**src/hdl/tbpc_pkg.sv**
```systemverilog
package tbpc_pkg;

  // ****************************************************************
  // Timing
  // ****************************************************************
  localparam int CLK_PERIOD_NS = 10;
  localparam int WDT_TIME_MS = 20;
  localparam int WDT_CYCLES = (WDT_TIME_MS * 1000000) / CLK_PERIOD_NS;
  localparam int WDT_W = 21;
  localparam int SW_PERIOD_CYC = 100;
  localparam int SHIFT_90_DIV = 4;
  localparam int SHIFT_45_DIV = 8;

  // ****************************************************************
  // Command word layout
  // ****************************************************************
  localparam int CMD_W = 12;
  localparam int CMD_SS_FAST_BIT = 10;
  localparam int CMD_KEEP_B_BIT = 9;
  localparam int CMD_CLK_EN_BIT = 8;
  localparam int CMD_CLK_45_BIT = 7;
  localparam int CODE_W = 7;
  localparam logic [CMD_W-1:0] CMD_RESET = 12'h000;

  // Target code is 2 x (Vout - 9 V)
  localparam logic [CODE_W-1:0] CODE_60V = 7'h66;
  localparam logic [CODE_W-1:0] CODE_36V = 7'h36;
  localparam logic [CODE_W-1:0] CODE_NONE = 7'h00;

  // ****************************************************************
  // Enumerations
  // ****************************************************************
  typedef enum logic [1:0] {
    STRAP_GND = 2'h0,
    STRAP_HALF = 2'h1,
    STRAP_RAIL = 2'h2,
    STRAP_RAIL_ALT = 2'h3
  } tbpc_strap_e;

  typedef enum logic [1:0] {
    RUN_OFF = 2'h0,
    RUN_WAIT = 2'h1,
    RUN_ON = 2'h3
  } tbpc_run_e;

endpackage

```
**src/hdl/tbpc_sync.sv**
```systemverilog
module tbpc_sync #(
  parameter int WIDTH = 1
) (
  // Clock and reset
  input wire logic clk_in,
  input wire logic rst_n_in,
  // Data
  input wire logic [WIDTH-1:0] async_in,
  output logic [WIDTH-1:0] sync_out
);

  logic [WIDTH-1:0] meta_r;
  logic [WIDTH-1:0] sync_r;

  // First stage feeds only the second
  always_ff @(posedge clk_in) begin
    if (!rst_n_in) begin
      meta_r <= '0;
      sync_r <= '0;
    end else begin
      meta_r <= async_in;
      sync_r <= meta_r;
    end
  end

  assign sync_out = sync_r;

endmodule

```
**src/hdl/tbpc_core.sv**
```systemverilog
// What this block does
// - Each phase latch is set by its clock pulse; gate high while set.
// - Sense comparator trip clears that phase latch, ending the pulse.
// - Phase B set pulse falls half a switching period after phase A.
// - Light-load drop flag sheds phase B.
// - Shed phase B resumes only on the resume flag or the held keep-B command bit, giving hysteresis.
// - Thermal shutdown, supply lockout or disable force both gates low.
// - Strap at rail: wake with 60 V code, reload it on watchdog expiry.
// - Strap at half or open: wake with 36 V code, reload on expiry.
// - Strap grounded: no watchdog; switching waits for a command after enable.
// - Power-ok pulls low when either window comparator trips.
// - Held command drives divider ratio and chain clock pin setup.
// - Chain clock output drives next device's sync input for multiphase.
// - Chain clock is 45 or 90 degrees after phase A, can float.
// - Watchdog restores strap default target without a command every 20 ms.
// - Target held as seven-bit code 2 x (Vout - 9 V), selects divider.
module tbpc_core #(
  parameter int PERIOD = tbpc_pkg::SW_PERIOD_CYC,
  parameter int WDT_CYCLES = tbpc_pkg::WDT_CYCLES
) (
  // Clock and reset
  input wire logic clk_in,
  input wire logic rst_n_in,
  // Analog comparators
  input wire logic sense_trip_a_in,
  input wire logic sense_trip_b_in,
  input wire logic light_drop_in,
  input wire logic light_resume_in,
  input wire logic window_high_in,
  input wire logic window_low_in,
  // Faults, enable, strap, sync
  input wire logic thermal_sd_in,
  input wire logic supply_uvlo_in,
  input wire logic enable_in,
  input wire logic [1:0] mode_strap_in,
  input wire logic sync_spread_input_in,
  // Checked command
  input wire logic cmd_valid_in,
  input wire logic [tbpc_pkg::CMD_W-1:0] cmd_word_in,
  // Gate drives
  output logic phase_a_drive_out,
  output logic phase_b_drive_out,
  // Power-ok open drain
  output logic power_ok_flag_out,
  output logic power_ok_flag_oe_out,
  // Chain clock
  output logic chain_clock_output_out,
  output logic chain_clock_oe_out,
  // Held settings
  output logic [tbpc_pkg::CODE_W-1:0] divider_code_out,
  output logic soft_start_fast_out
);

  localparam int CNT_W = $clog2(PERIOD) + 1;
  localparam logic [CNT_W-1:0] PER_C = CNT_W'(PERIOD);
  localparam logic [CNT_W-1:0] LAST_C = CNT_W'(PERIOD - 1);
  localparam logic [CNT_W-1:0] HALF_C = CNT_W'(PERIOD / 2);
  localparam logic [CNT_W-1:0] Q90_C =
    CNT_W'(PERIOD / tbpc_pkg::SHIFT_90_DIV);
  localparam logic [CNT_W-1:0] Q45_C =
    CNT_W'(PERIOD / tbpc_pkg::SHIFT_45_DIV);
  localparam logic [tbpc_pkg::WDT_W-1:0] WDT_LAST_C =
    tbpc_pkg::WDT_W'(WDT_CYCLES - 1);

  // ****************************************************************
  // Input synchronisers
  // ****************************************************************
  logic [9:0] raw_w;
  logic [9:0] syn_w;
  logic trip_a_s, trip_b_s, drop_s, resume_s, win_hi_s, win_lo_s;
  logic thermal_s, uvlo_s, enable_s, sync_s;

  assign raw_w = {sense_trip_a_in, sense_trip_b_in, light_drop_in,
                  light_resume_in, window_high_in, window_low_in,
                  thermal_sd_in, supply_uvlo_in, enable_in,
                  sync_spread_input_in};

  tbpc_sync #(.WIDTH(10)) u_sync (
    .clk_in(clk_in),
    .rst_n_in(rst_n_in),
    .async_in(raw_w),
    .sync_out(syn_w)
  );

  assign {trip_a_s, trip_b_s, drop_s, resume_s, win_hi_s, win_lo_s,
          thermal_s, uvlo_s, enable_s, sync_s} = syn_w;

  function automatic logic [tbpc_pkg::CODE_W-1:0] strap_code(
    input tbpc_pkg::tbpc_strap_e s
  );
    case (s)
      tbpc_pkg::STRAP_GND: strap_code = tbpc_pkg::CODE_NONE;
      tbpc_pkg::STRAP_HALF: strap_code = tbpc_pkg::CODE_36V;
      default: strap_code = tbpc_pkg::CODE_60V;
    endcase
  endfunction

  // ****************************************************************
  // Switching timebase and chain clock
  // ****************************************************************
  logic [CNT_W-1:0] cnt_r, cnt_nxt;
  logic sync_d_r, sync_d_nxt;
  logic chain_r, chain_nxt;
  logic chain_oe_r, chain_oe_nxt;
  logic [CNT_W-1:0] shift_w, pos_w;
  logic [tbpc_pkg::CMD_W-1:0] cfg_r, cfg_nxt;

  always_comb begin
    sync_d_nxt = sync_s;
    if (sync_s && !sync_d_r) begin
      cnt_nxt = '0;
    end else if (cnt_r >= LAST_C) begin
      cnt_nxt = '0;
    end else begin
      cnt_nxt = cnt_r + 1'b1;
    end
    shift_w = cfg_r[tbpc_pkg::CMD_CLK_45_BIT] ? Q45_C : Q90_C;
    if (cnt_r >= shift_w) begin
      pos_w = cnt_r - shift_w;
    end else begin
      pos_w = cnt_r + (PER_C - shift_w);
    end
    chain_nxt = (pos_w < HALF_C);
    chain_oe_nxt = cfg_r[tbpc_pkg::CMD_CLK_EN_BIT];
  end

  always_ff @(posedge clk_in) begin
    if (!rst_n_in) begin
      cnt_r <= '0;
      sync_d_r <= 1'b0;
      chain_r <= 1'b0;
      chain_oe_r <= 1'b0;
    end else begin
      cnt_r <= cnt_nxt;
      sync_d_r <= sync_d_nxt;
      chain_r <= chain_nxt;
      chain_oe_r <= chain_oe_nxt;
    end
  end

  // ****************************************************************
  // Strap, command, watchdog, run state and shedding
  // ****************************************************************
  tbpc_pkg::tbpc_run_e state_r, state_nxt;
  tbpc_pkg::tbpc_strap_e strap_r, strap_nxt;
  logic strap_ok_r, strap_ok_nxt;
  logic [tbpc_pkg::CODE_W-1:0] target_r, target_nxt;
  logic target_ok_r, target_ok_nxt;
  logic [tbpc_pkg::WDT_W-1:0] wdt_r, wdt_nxt;
  logic expire_w, blocked_w, gnd_w;
  logic shed_r, shed_nxt;
  logic pok_r, pok_nxt;

  always_comb begin
    strap_ok_nxt = 1'b1;
    strap_nxt = strap_ok_r ? strap_r : tbpc_pkg::tbpc_strap_e'(mode_strap_in);
    gnd_w = (strap_r == tbpc_pkg::STRAP_GND);
    cfg_nxt = cfg_r;
    target_nxt = target_r;
    target_ok_nxt = target_ok_r;
    expire_w = 1'b0;
    wdt_nxt = wdt_r;
    if (!strap_ok_r) begin
      target_nxt = strap_code(strap_nxt);
    end else if (cmd_valid_in) begin
      cfg_nxt = cmd_word_in;
      target_nxt = cmd_word_in[tbpc_pkg::CODE_W-1:0];
      target_ok_nxt = 1'b1;
    end else begin
      if (gnd_w && !enable_s) begin
        target_ok_nxt = 1'b0;
      end
      if (!gnd_w && wdt_r >= WDT_LAST_C) begin
        expire_w = 1'b1;
        target_nxt = strap_code(strap_r);
      end
    end
    if (cmd_valid_in || gnd_w || expire_w || !strap_ok_r) begin
      wdt_nxt = '0;
    end else begin
      wdt_nxt = wdt_r + 1'b1;
    end
    blocked_w = thermal_s || uvlo_s || !enable_s || !strap_ok_r;
    state_nxt = state_r;
    case (state_r)
      tbpc_pkg::RUN_OFF: begin
        if (!blocked_w) begin
          state_nxt = (gnd_w && !target_ok_r) ? tbpc_pkg::RUN_WAIT
                                              : tbpc_pkg::RUN_ON;
        end
      end
      tbpc_pkg::RUN_WAIT: begin
        if (blocked_w) begin
          state_nxt = tbpc_pkg::RUN_OFF;
        end else if (target_ok_r) begin
          state_nxt = tbpc_pkg::RUN_ON;
        end
      end
      default: begin
        if (blocked_w) begin
          state_nxt = tbpc_pkg::RUN_OFF;
        end
      end
    endcase
    if (cfg_r[tbpc_pkg::CMD_KEEP_B_BIT] || resume_s) begin
      shed_nxt = 1'b0;
    end else if (drop_s) begin
      shed_nxt = 1'b1;
    end else begin
      shed_nxt = shed_r;
    end
    pok_nxt = !(win_hi_s || win_lo_s);
  end

  always_ff @(posedge clk_in) begin
    if (!rst_n_in) begin
      state_r <= tbpc_pkg::RUN_OFF;
      strap_r <= tbpc_pkg::STRAP_GND;
      strap_ok_r <= 1'b0;
      cfg_r <= tbpc_pkg::CMD_RESET;
      target_r <= tbpc_pkg::CODE_NONE;
      target_ok_r <= 1'b0;
      wdt_r <= '0;
      shed_r <= 1'b0;
      pok_r <= 1'b0;
    end else begin
      state_r <= state_nxt;
      strap_r <= strap_nxt;
      strap_ok_r <= strap_ok_nxt;
      cfg_r <= cfg_nxt;
      target_r <= target_nxt;
      target_ok_r <= target_ok_nxt;
      wdt_r <= wdt_nxt;
      shed_r <= shed_nxt;
      pok_r <= pok_nxt;
    end
  end

  // ****************************************************************
  // Phase latches
  // ****************************************************************
  logic run_w, set_a_w, set_b_w;
  logic gate_a_r, gate_a_nxt, gate_b_r, gate_b_nxt;

  always_comb begin
    run_w = (state_r == tbpc_pkg::RUN_ON);
    set_a_w = run_w && (cnt_r == '0);
    set_b_w = run_w && !shed_r && (cnt_r == HALF_C);
    if (!run_w || trip_a_s) begin
      gate_a_nxt = 1'b0;
    end else if (set_a_w) begin
      gate_a_nxt = 1'b1;
    end else begin
      gate_a_nxt = gate_a_r;
    end
    if (!run_w || shed_r || trip_b_s) begin
      gate_b_nxt = 1'b0;
    end else if (set_b_w) begin
      gate_b_nxt = 1'b1;
    end else begin
      gate_b_nxt = gate_b_r;
    end
  end

  always_ff @(posedge clk_in) begin
    if (!rst_n_in) begin
      gate_a_r <= 1'b0;
      gate_b_r <= 1'b0;
    end else begin
      gate_a_r <= gate_a_nxt;
      gate_b_r <= gate_b_nxt;
    end
  end

  assign phase_a_drive_out = gate_a_r;
  assign phase_b_drive_out = gate_b_r;
  assign power_ok_flag_out = 1'b0;
  assign power_ok_flag_oe_out = !pok_r;
  assign chain_clock_output_out = chain_r;
  assign chain_clock_oe_out = chain_oe_r;
  assign divider_code_out = target_r;
  assign soft_start_fast_out = cfg_r[tbpc_pkg::CMD_SS_FAST_BIT];
endmodule

```
**config.mk**
```make
export PLATFORM = sky130hd
export DESIGN_NAME = tbpc_core
export DESIGN_NICKNAME = d
export VERILOG_FILES = /design/src/hdl/tbpc_pkg.sv /design/src/hdl/tbpc_sync.sv /design/src/hdl/tbpc_core.sv
export SDC_FILE = /design/constraint.sdc
export NUM_CORES = 1
export LEC_CHECK = 0
export ABC_AREA = 1
export BUFFER_PORTS_ARGS = -buffer_cell sky130_fd_sc_hd__buf_2
export CORE_ASPECT_RATIO = 1.5
export CORE_UTILIZATION = 43
export CTS_CLUSTER_SIZE = 8
export DETAILED_ROUTE_END_ITERATION = 6
export SETUP_SLACK_MARGIN = 0.1
export SLEW_MARGIN = 25
export SYNTH_ARGS = -nofsm -noshare
export SYNTH_HDL_FRONTEND = slang
export SYNTH_SLANG_ARGS = --single-unit
```
**constraint.sdc**
```tcl
create_clock -name clk_in -period 3.45 [get_ports clk_in]
set_input_delay 0 -clock clk_in [delete_from_list [all_inputs] [get_ports clk_in]]
set_output_delay 0 -clock clk_in [all_outputs]
set_load 0.05 [all_outputs]
```
# Word-level counts from Yosys, hierarchy flattened
# Cells that the tools add are included.
# Widths: inputs -> output; s select.
# op_classes
n_addsub	5
mul	0
div_mod_pow	0
n_lt_le_gt_ge	4
n_eq_ne	8
n_shift	0
n_mux	20
bitwise	1
reduce_logical	41
# ops
cell	n
$pmux 7 s2	2
$add 21x1->21 const B	1
$ge 21x21->1 const B	1
$mux 7	3
$mux 2	6
$logic_or 1x1->1	11
$logic_not 1->1	9
$add 8x1->8 const B	1
$add 8x8->8	1
$eq 8x6->1 const B	1
$ge 8x5->1	1
$ge 8x7->1 const B	1
$logic_not 8->1	1
$lt 8x6->1 const B	1
$mux 8	1
$reduce_or 2->1	4
$sub 7x5->8 const A	1
$sub 8x5->8	1
$logic_and 1x1->1	7
$eq 2x1->1 const B	3
$logic_not 2->1	3
$mux 1	6
$mux 5	1
$pmux 2 s2	1
10 further kinds	11
# totals
ff_bits	80
latch_bits	0
ram_bits	0
mem_bits_ro	0
elab_cells	96
n_memories	0

# Logic depth before layout (Yosys ltp)
# logic_depth
word_depth	9
depth_mapped	14

# Cells and area by module
# From an unflattened synthesis, not the netlist that was laid out.
# hier_totals
hier_cells	454
area_unflattened_um2	3459.6
# by_module_without_submodules
module	n_inst	cells_per_inst	area_each_um2	seq_area_each_um2
tbpc_core	1	392	2886.5	1061.0
tbpc_sync	1	62	573.0	400.4

# Least setup slack after synthesis
# Ideal clock, no wire load.
# synth_timing
path_type	reg-to-reg
startpoint	reg cnt_r[2]
endpoint	reg chain_r, in the netlist chain_clock_output_out
setup_ps	114
arrival_time_ps	1870
required_ps	3336
setup_slack_ps	1466
path_stages_with_launch	13
synth_period_minus_slack_ps	1984
path_cell_list	dfxtp_1 inv_1 ha_1 inv_1 fa_1 nand2_1 inv_1 o21ai_0 nand2_1 a21oi_1 nand2_1 a21oi_1 nor2_1
# synth_between
elab_chain_cells	3
word_cells_on_any_way	5
classes_between	add/sub (2); order compare (2); mux (1)
# synth_rtl
item	line_no	text
from (decl)	tbpc_core.sv:101	logic [CNT_W-1:0] cnt_r, cnt_nxt;
from (signal assigned)	tbpc_core.sv:134	cnt_r <= cnt_nxt;
$add 8x8->8 (tied with other cells)	tbpc_core.sv:121	pos_w = cnt_r + (PER_C - shift_w);
$mux 8 *	tbpc_core.sv:118	if (cnt_r >= shift_w) begin
$lt 8x6->1 *	tbpc_core.sv:123	chain_nxt = (pos_w < HALF_C);
to (signal assigned)	tbpc_core.sv:136	chain_r <= chain_nxt;
to (decl)	tbpc_core.sv:103	logic chain_r, chain_nxt;
# Mark *: on every way between the ends. The rest lies on a longest branch, timed or not.
# A chain may end at the register's enable or synchronous reset.

# Final worst setup path
# Same ends and word-level chain as after synthesis.

==> impl_metrics.tcl <==
set metrics [dict create \
    fin_crit_sh 0.654 \
    row_count 39 \
    cts_resized 0 \
    final.setup_skew_ns 0.00867 \
    drt-initial-drc-count 87 \
    worstPathMaxFanout 5 \
    criticalPathCategory "reg -> reg" \
    synthToLayoutAreaGrowth_pct 21.6 \
    reg2reg_from "cnt_r[2]" \
    core_um2 7710 \
    ant_nets 0 \
    crit_path_start_kind "flop" \
    cts_tree "done" \
    first_pass_iters 6 \
    cp_slowest_cell "dfxtp_1" \
    placed_cell_area_um2 3730 \
    worstPathCellList "inv_1 > ha_1 > inv_1 > fa_1 > nand2_1 > inv_1 > o21ai_0 > nand2_1 > a21oi_1 > nand2_1 > a21oi_1 > nor2_1" \
    reg2regPathDepth 12 \
    drcViolationCount 0 \
    clkSinkCount 73 \
    cts_htree_levels 3 \
    grt_pass1_wl_um 11900 \
    crit_path_end_kind "flop" \
    antenna_found_initial 0 \
    routed_wirelength_um 7020 \
    ys_types 37 \
    powerDensity_nw_per_um2 477 \
    worst_pin_slew_ns 0.577 \
    initial_core_util 0.449 \
    nNetsFinal 575 \
    crit_start "cnt_r[2]" \
    hold_viol_final 0 \
    port-buffer-count 38 \
    endpoint "chain_clock_output_out" \
    yosys_register_bits 73 \
    yosysWarnings 0 \
    dpl.hpwl_um 5030 \
    rsz0062_at_grt "no" \
    outcome "complete, no violations" \
    grt_pass1_vias 2944 \
    timing.setup.tns_ns 0 \
    worst_ir_drop_vdd_mv 0.340 \
    slowest_delay_ns 0.41 \
    clock_path_buffers 2 \
    cts_buffers 9 \
    required_ns 3.67 \
    synth_area_um2 3460 \
    drv_cap 0 \
    clk_pin_slew_ns 0.06 \
    die-area_um2 8420 \
    drive_gt1_frac 0.129 \
    clk_latency_ns 0.33 \
    hp-class "in -> reg" \
    finalMaxSlewViolations 0 \
    cts_root_buffer "clkbuf_16" \
    setup_viol_count_final 0 \
    syn_inst 474 \
    min_period_ns 2.26 \
    overflow 0 \
    fmax_ghz 0.443 \
    die_w_um 75.3 \
    worstPathArrival_ns 2.48 \
    vias_per_cell 4.62 \
    grt.total_usage 0.185 \
    routedWlPerCell_um 11.0 \
    grt_max_degree 37 \
    relSlewSlack 0.615 \
    diodes 0 \
    r2r_setup_slack_ns 1.19 \
    p_leak_nw 2.03 \
    rr_endpoint "chain_clock_output_out" \
    dieHeight_um 112 \
    cts_setup_buffers 0 \
    ys_seq_area_frac 0.422 \
    num_vias 2947 \
    cts_hold_buf 17 \
    ioPinCount 41 \
    gp_congestion 0.831 \
    synth.avg_cell_area_um2 7.30 \
    fin_area_um2 4210 \
]
-- cell usage in the layout (no fill, tap or decap), types with 3 or more instances in the layout --
| cell type | instances |
|---|---|
| nand4_1 | 3 |
| nor3_1 | 11 |
| ha_1 | 15 |
| inv_1 | 81 |
| xor2_1 | 13 |
| inv_6 | 3 |
| nand3_1 | 17 |
| nand3_2 | 4 |
| dfxtp_1 | 73 |
| nand2_2 | 3 |
| nand2_1 | 102 |
| nor2_2 | 3 |
| nor3b_1 | 3 |
| o21ai_0 | 15 |
| buf_2 | 38 |
| a31oi_1 | 3 |
| a21oi_1 | 25 |
| nor2_1 | 66 |
| xnor2_1 | 3 |
| dlygate4sd3_1 | 17 |
| nor4_1 | 3 |
| clkbuf_16 | 9 |
-- synthesized netlist by cell type --
cell type	count	area share
nand2_1	102	0.11
a21boi_0	1	0.0022
o21bai_1	1	0.0022
clkbuf_2	2	0.0029
dfxtp_1	73	0.42
a21oi_1	25	0.036
xor2_1	13	0.033
a22oi_1	1	0.0022
or2_2	2	0.0036
nor2_2	3	0.0054
nor3b_1	3	0.0065
xnor2_1	3	0.0076
a31oi_1	3	0.0054
inv_1	81	0.088
a21oi_2	1	0.0025
buf_2	1	0.0014
nor3_4	2	0.0094
nand3b_1	2	0.0043
nand3_2	4	0.012
clkbuf_1	4	0.0043
or2_0	1	0.0018
clkinv_1	2	0.0022
fa_1	2	0.012
buf_4	3	0.0065
o211ai_1	1	0.0022
conb_1	1	0.0011
nand4_1	3	0.0054
o31ai_1	1	0.0022
nand3_1	17	0.025
nand2_2	3	0.0054
nor3_1	11	0.016
o21ai_0	15	0.022
nor2_1	66	0.072
ha_1	15	0.054
o311ai_0	1	0.0025
a211oi_1	2	0.0043
nor4_1	3	0.0054
-- cells by family (layout without fill, tap and decap cells) --
group                    count (synthesis)  in the layout  synth area share
AO/OA/AOI/OAI                           52             52            0.0835
XOR/XNOR                                16             16            0.0405
adder cells (fa/ha/maj)                 17             17            0.0658
buffers and inverters                   93            154             0.105
flip-flops                              73             73             0.422
other                                    1              2           0.00108
AND/OR/NAND/NOR                        222            222             0.282
-- metrics by stage --
| step | util | hold slack, ns | setup slack, ns | power [W] | cells |
|---|---|---|---|---|---|
| floorplan | - | 0.0277 | 1.47 | 0.00101 | 475 |
| global placement | 0.484 | 0.181 | 1.24 | 0.00105 | 605 |
| detailed placement | 0.484 | 0.183 | 1.20 | 0.00106 | 605 |
| CTS | 0.546 | 0.0122 | 1.19 | 0.00203 | 638 |
| global route | 0.546 | 0.0350 | 0.990 | 0.00209 | 638 |
| finish | 0.546 | 0.0137 | 1.19 | 0.00201 | 638 |
-- cell type report --
class / count / area (um2)
Clock buffer: 9 / 225
Clock inverter: 7 / 83.8
Fill cell: 750 / 3500
Inverter: 83 / 312
Multi-Input combinational cell: 309 / 1640
Sequential cell: 73 / 1460
Tap cell: 102 / 128
Timing Repair Buffer: 55 / 360
-- flip-flops by register name (all words and copies together) (netlist names) --
register / cells
wdt_r: 21
u_sync.meta_r: 10
u_sync.sync_out: 10
cnt_r: 8
divider_code_out: 7
cfg_r: 4
state_r: 2
strap_r: 2
chain_clock_oe_out: 1
chain_clock_output_out: 1
phase_a_drive_out: 1
phase_b_drive_out: 1
pok_r: 1
shed_r: 1
strap_ok_r: 1
sync_d_r: 1
target_ok_r: 1
-- worst min-delay path by stage --
| stage | from | end | slack (ns) | cells past startpoint |
|---|---|---|---|---|
| floorplan | rst_n_in | strap_ok_r | 0.03 | 0 |
| detailed placement | light_drop_in | u_sync.meta_r[7] | 0.18 | 3 |
| CTS | cmd_word_in[7] | cfg_r[7] | 0.01 | 3 |
| finish | cmd_word_in[7] | cfg_r[7] | 0.01 | 3 |
| global route | cmd_word_in[7] | cfg_r[7] | 0.03 | 3 |
| global placement | sync_spread_input_in | u_sync.meta_r[0] | 0.18 | 3 |
-- critical path: cells and delay by family, from the launching register on --
family | cells | cell delay (ns)
AO/OA/AOI/OAI | 3 | 0.48
adder cells (fa/ha/maj) | 2 | 0.73
buffers and inverters | 3 | 0.23
flip-flops | 1 | 0.41
AND/OR/NAND/NOR | 4 | 0.30
-- layer usage --
layer,wire (um),global-route usage,vias up
met1,2940,0.184,1316
li1,-,-,1578
met3,184,0.0416,12
met4,174,0.0864,0
met5,0,0,-
met2,3730,0.347,41
-- power by group --
part | total [W] | switching (W) | internal, W
combinational | 0.000168 | 0.000105 | 0.0000632
sequential | 0.000883 | 0.0000129 | 0.000870
clock | 0.000955 | 0.000382 | 0.000573
total | 0.00201 | 0.000500 | 0.00151
No activity file was read; power rests on OpenSTA's default activity.
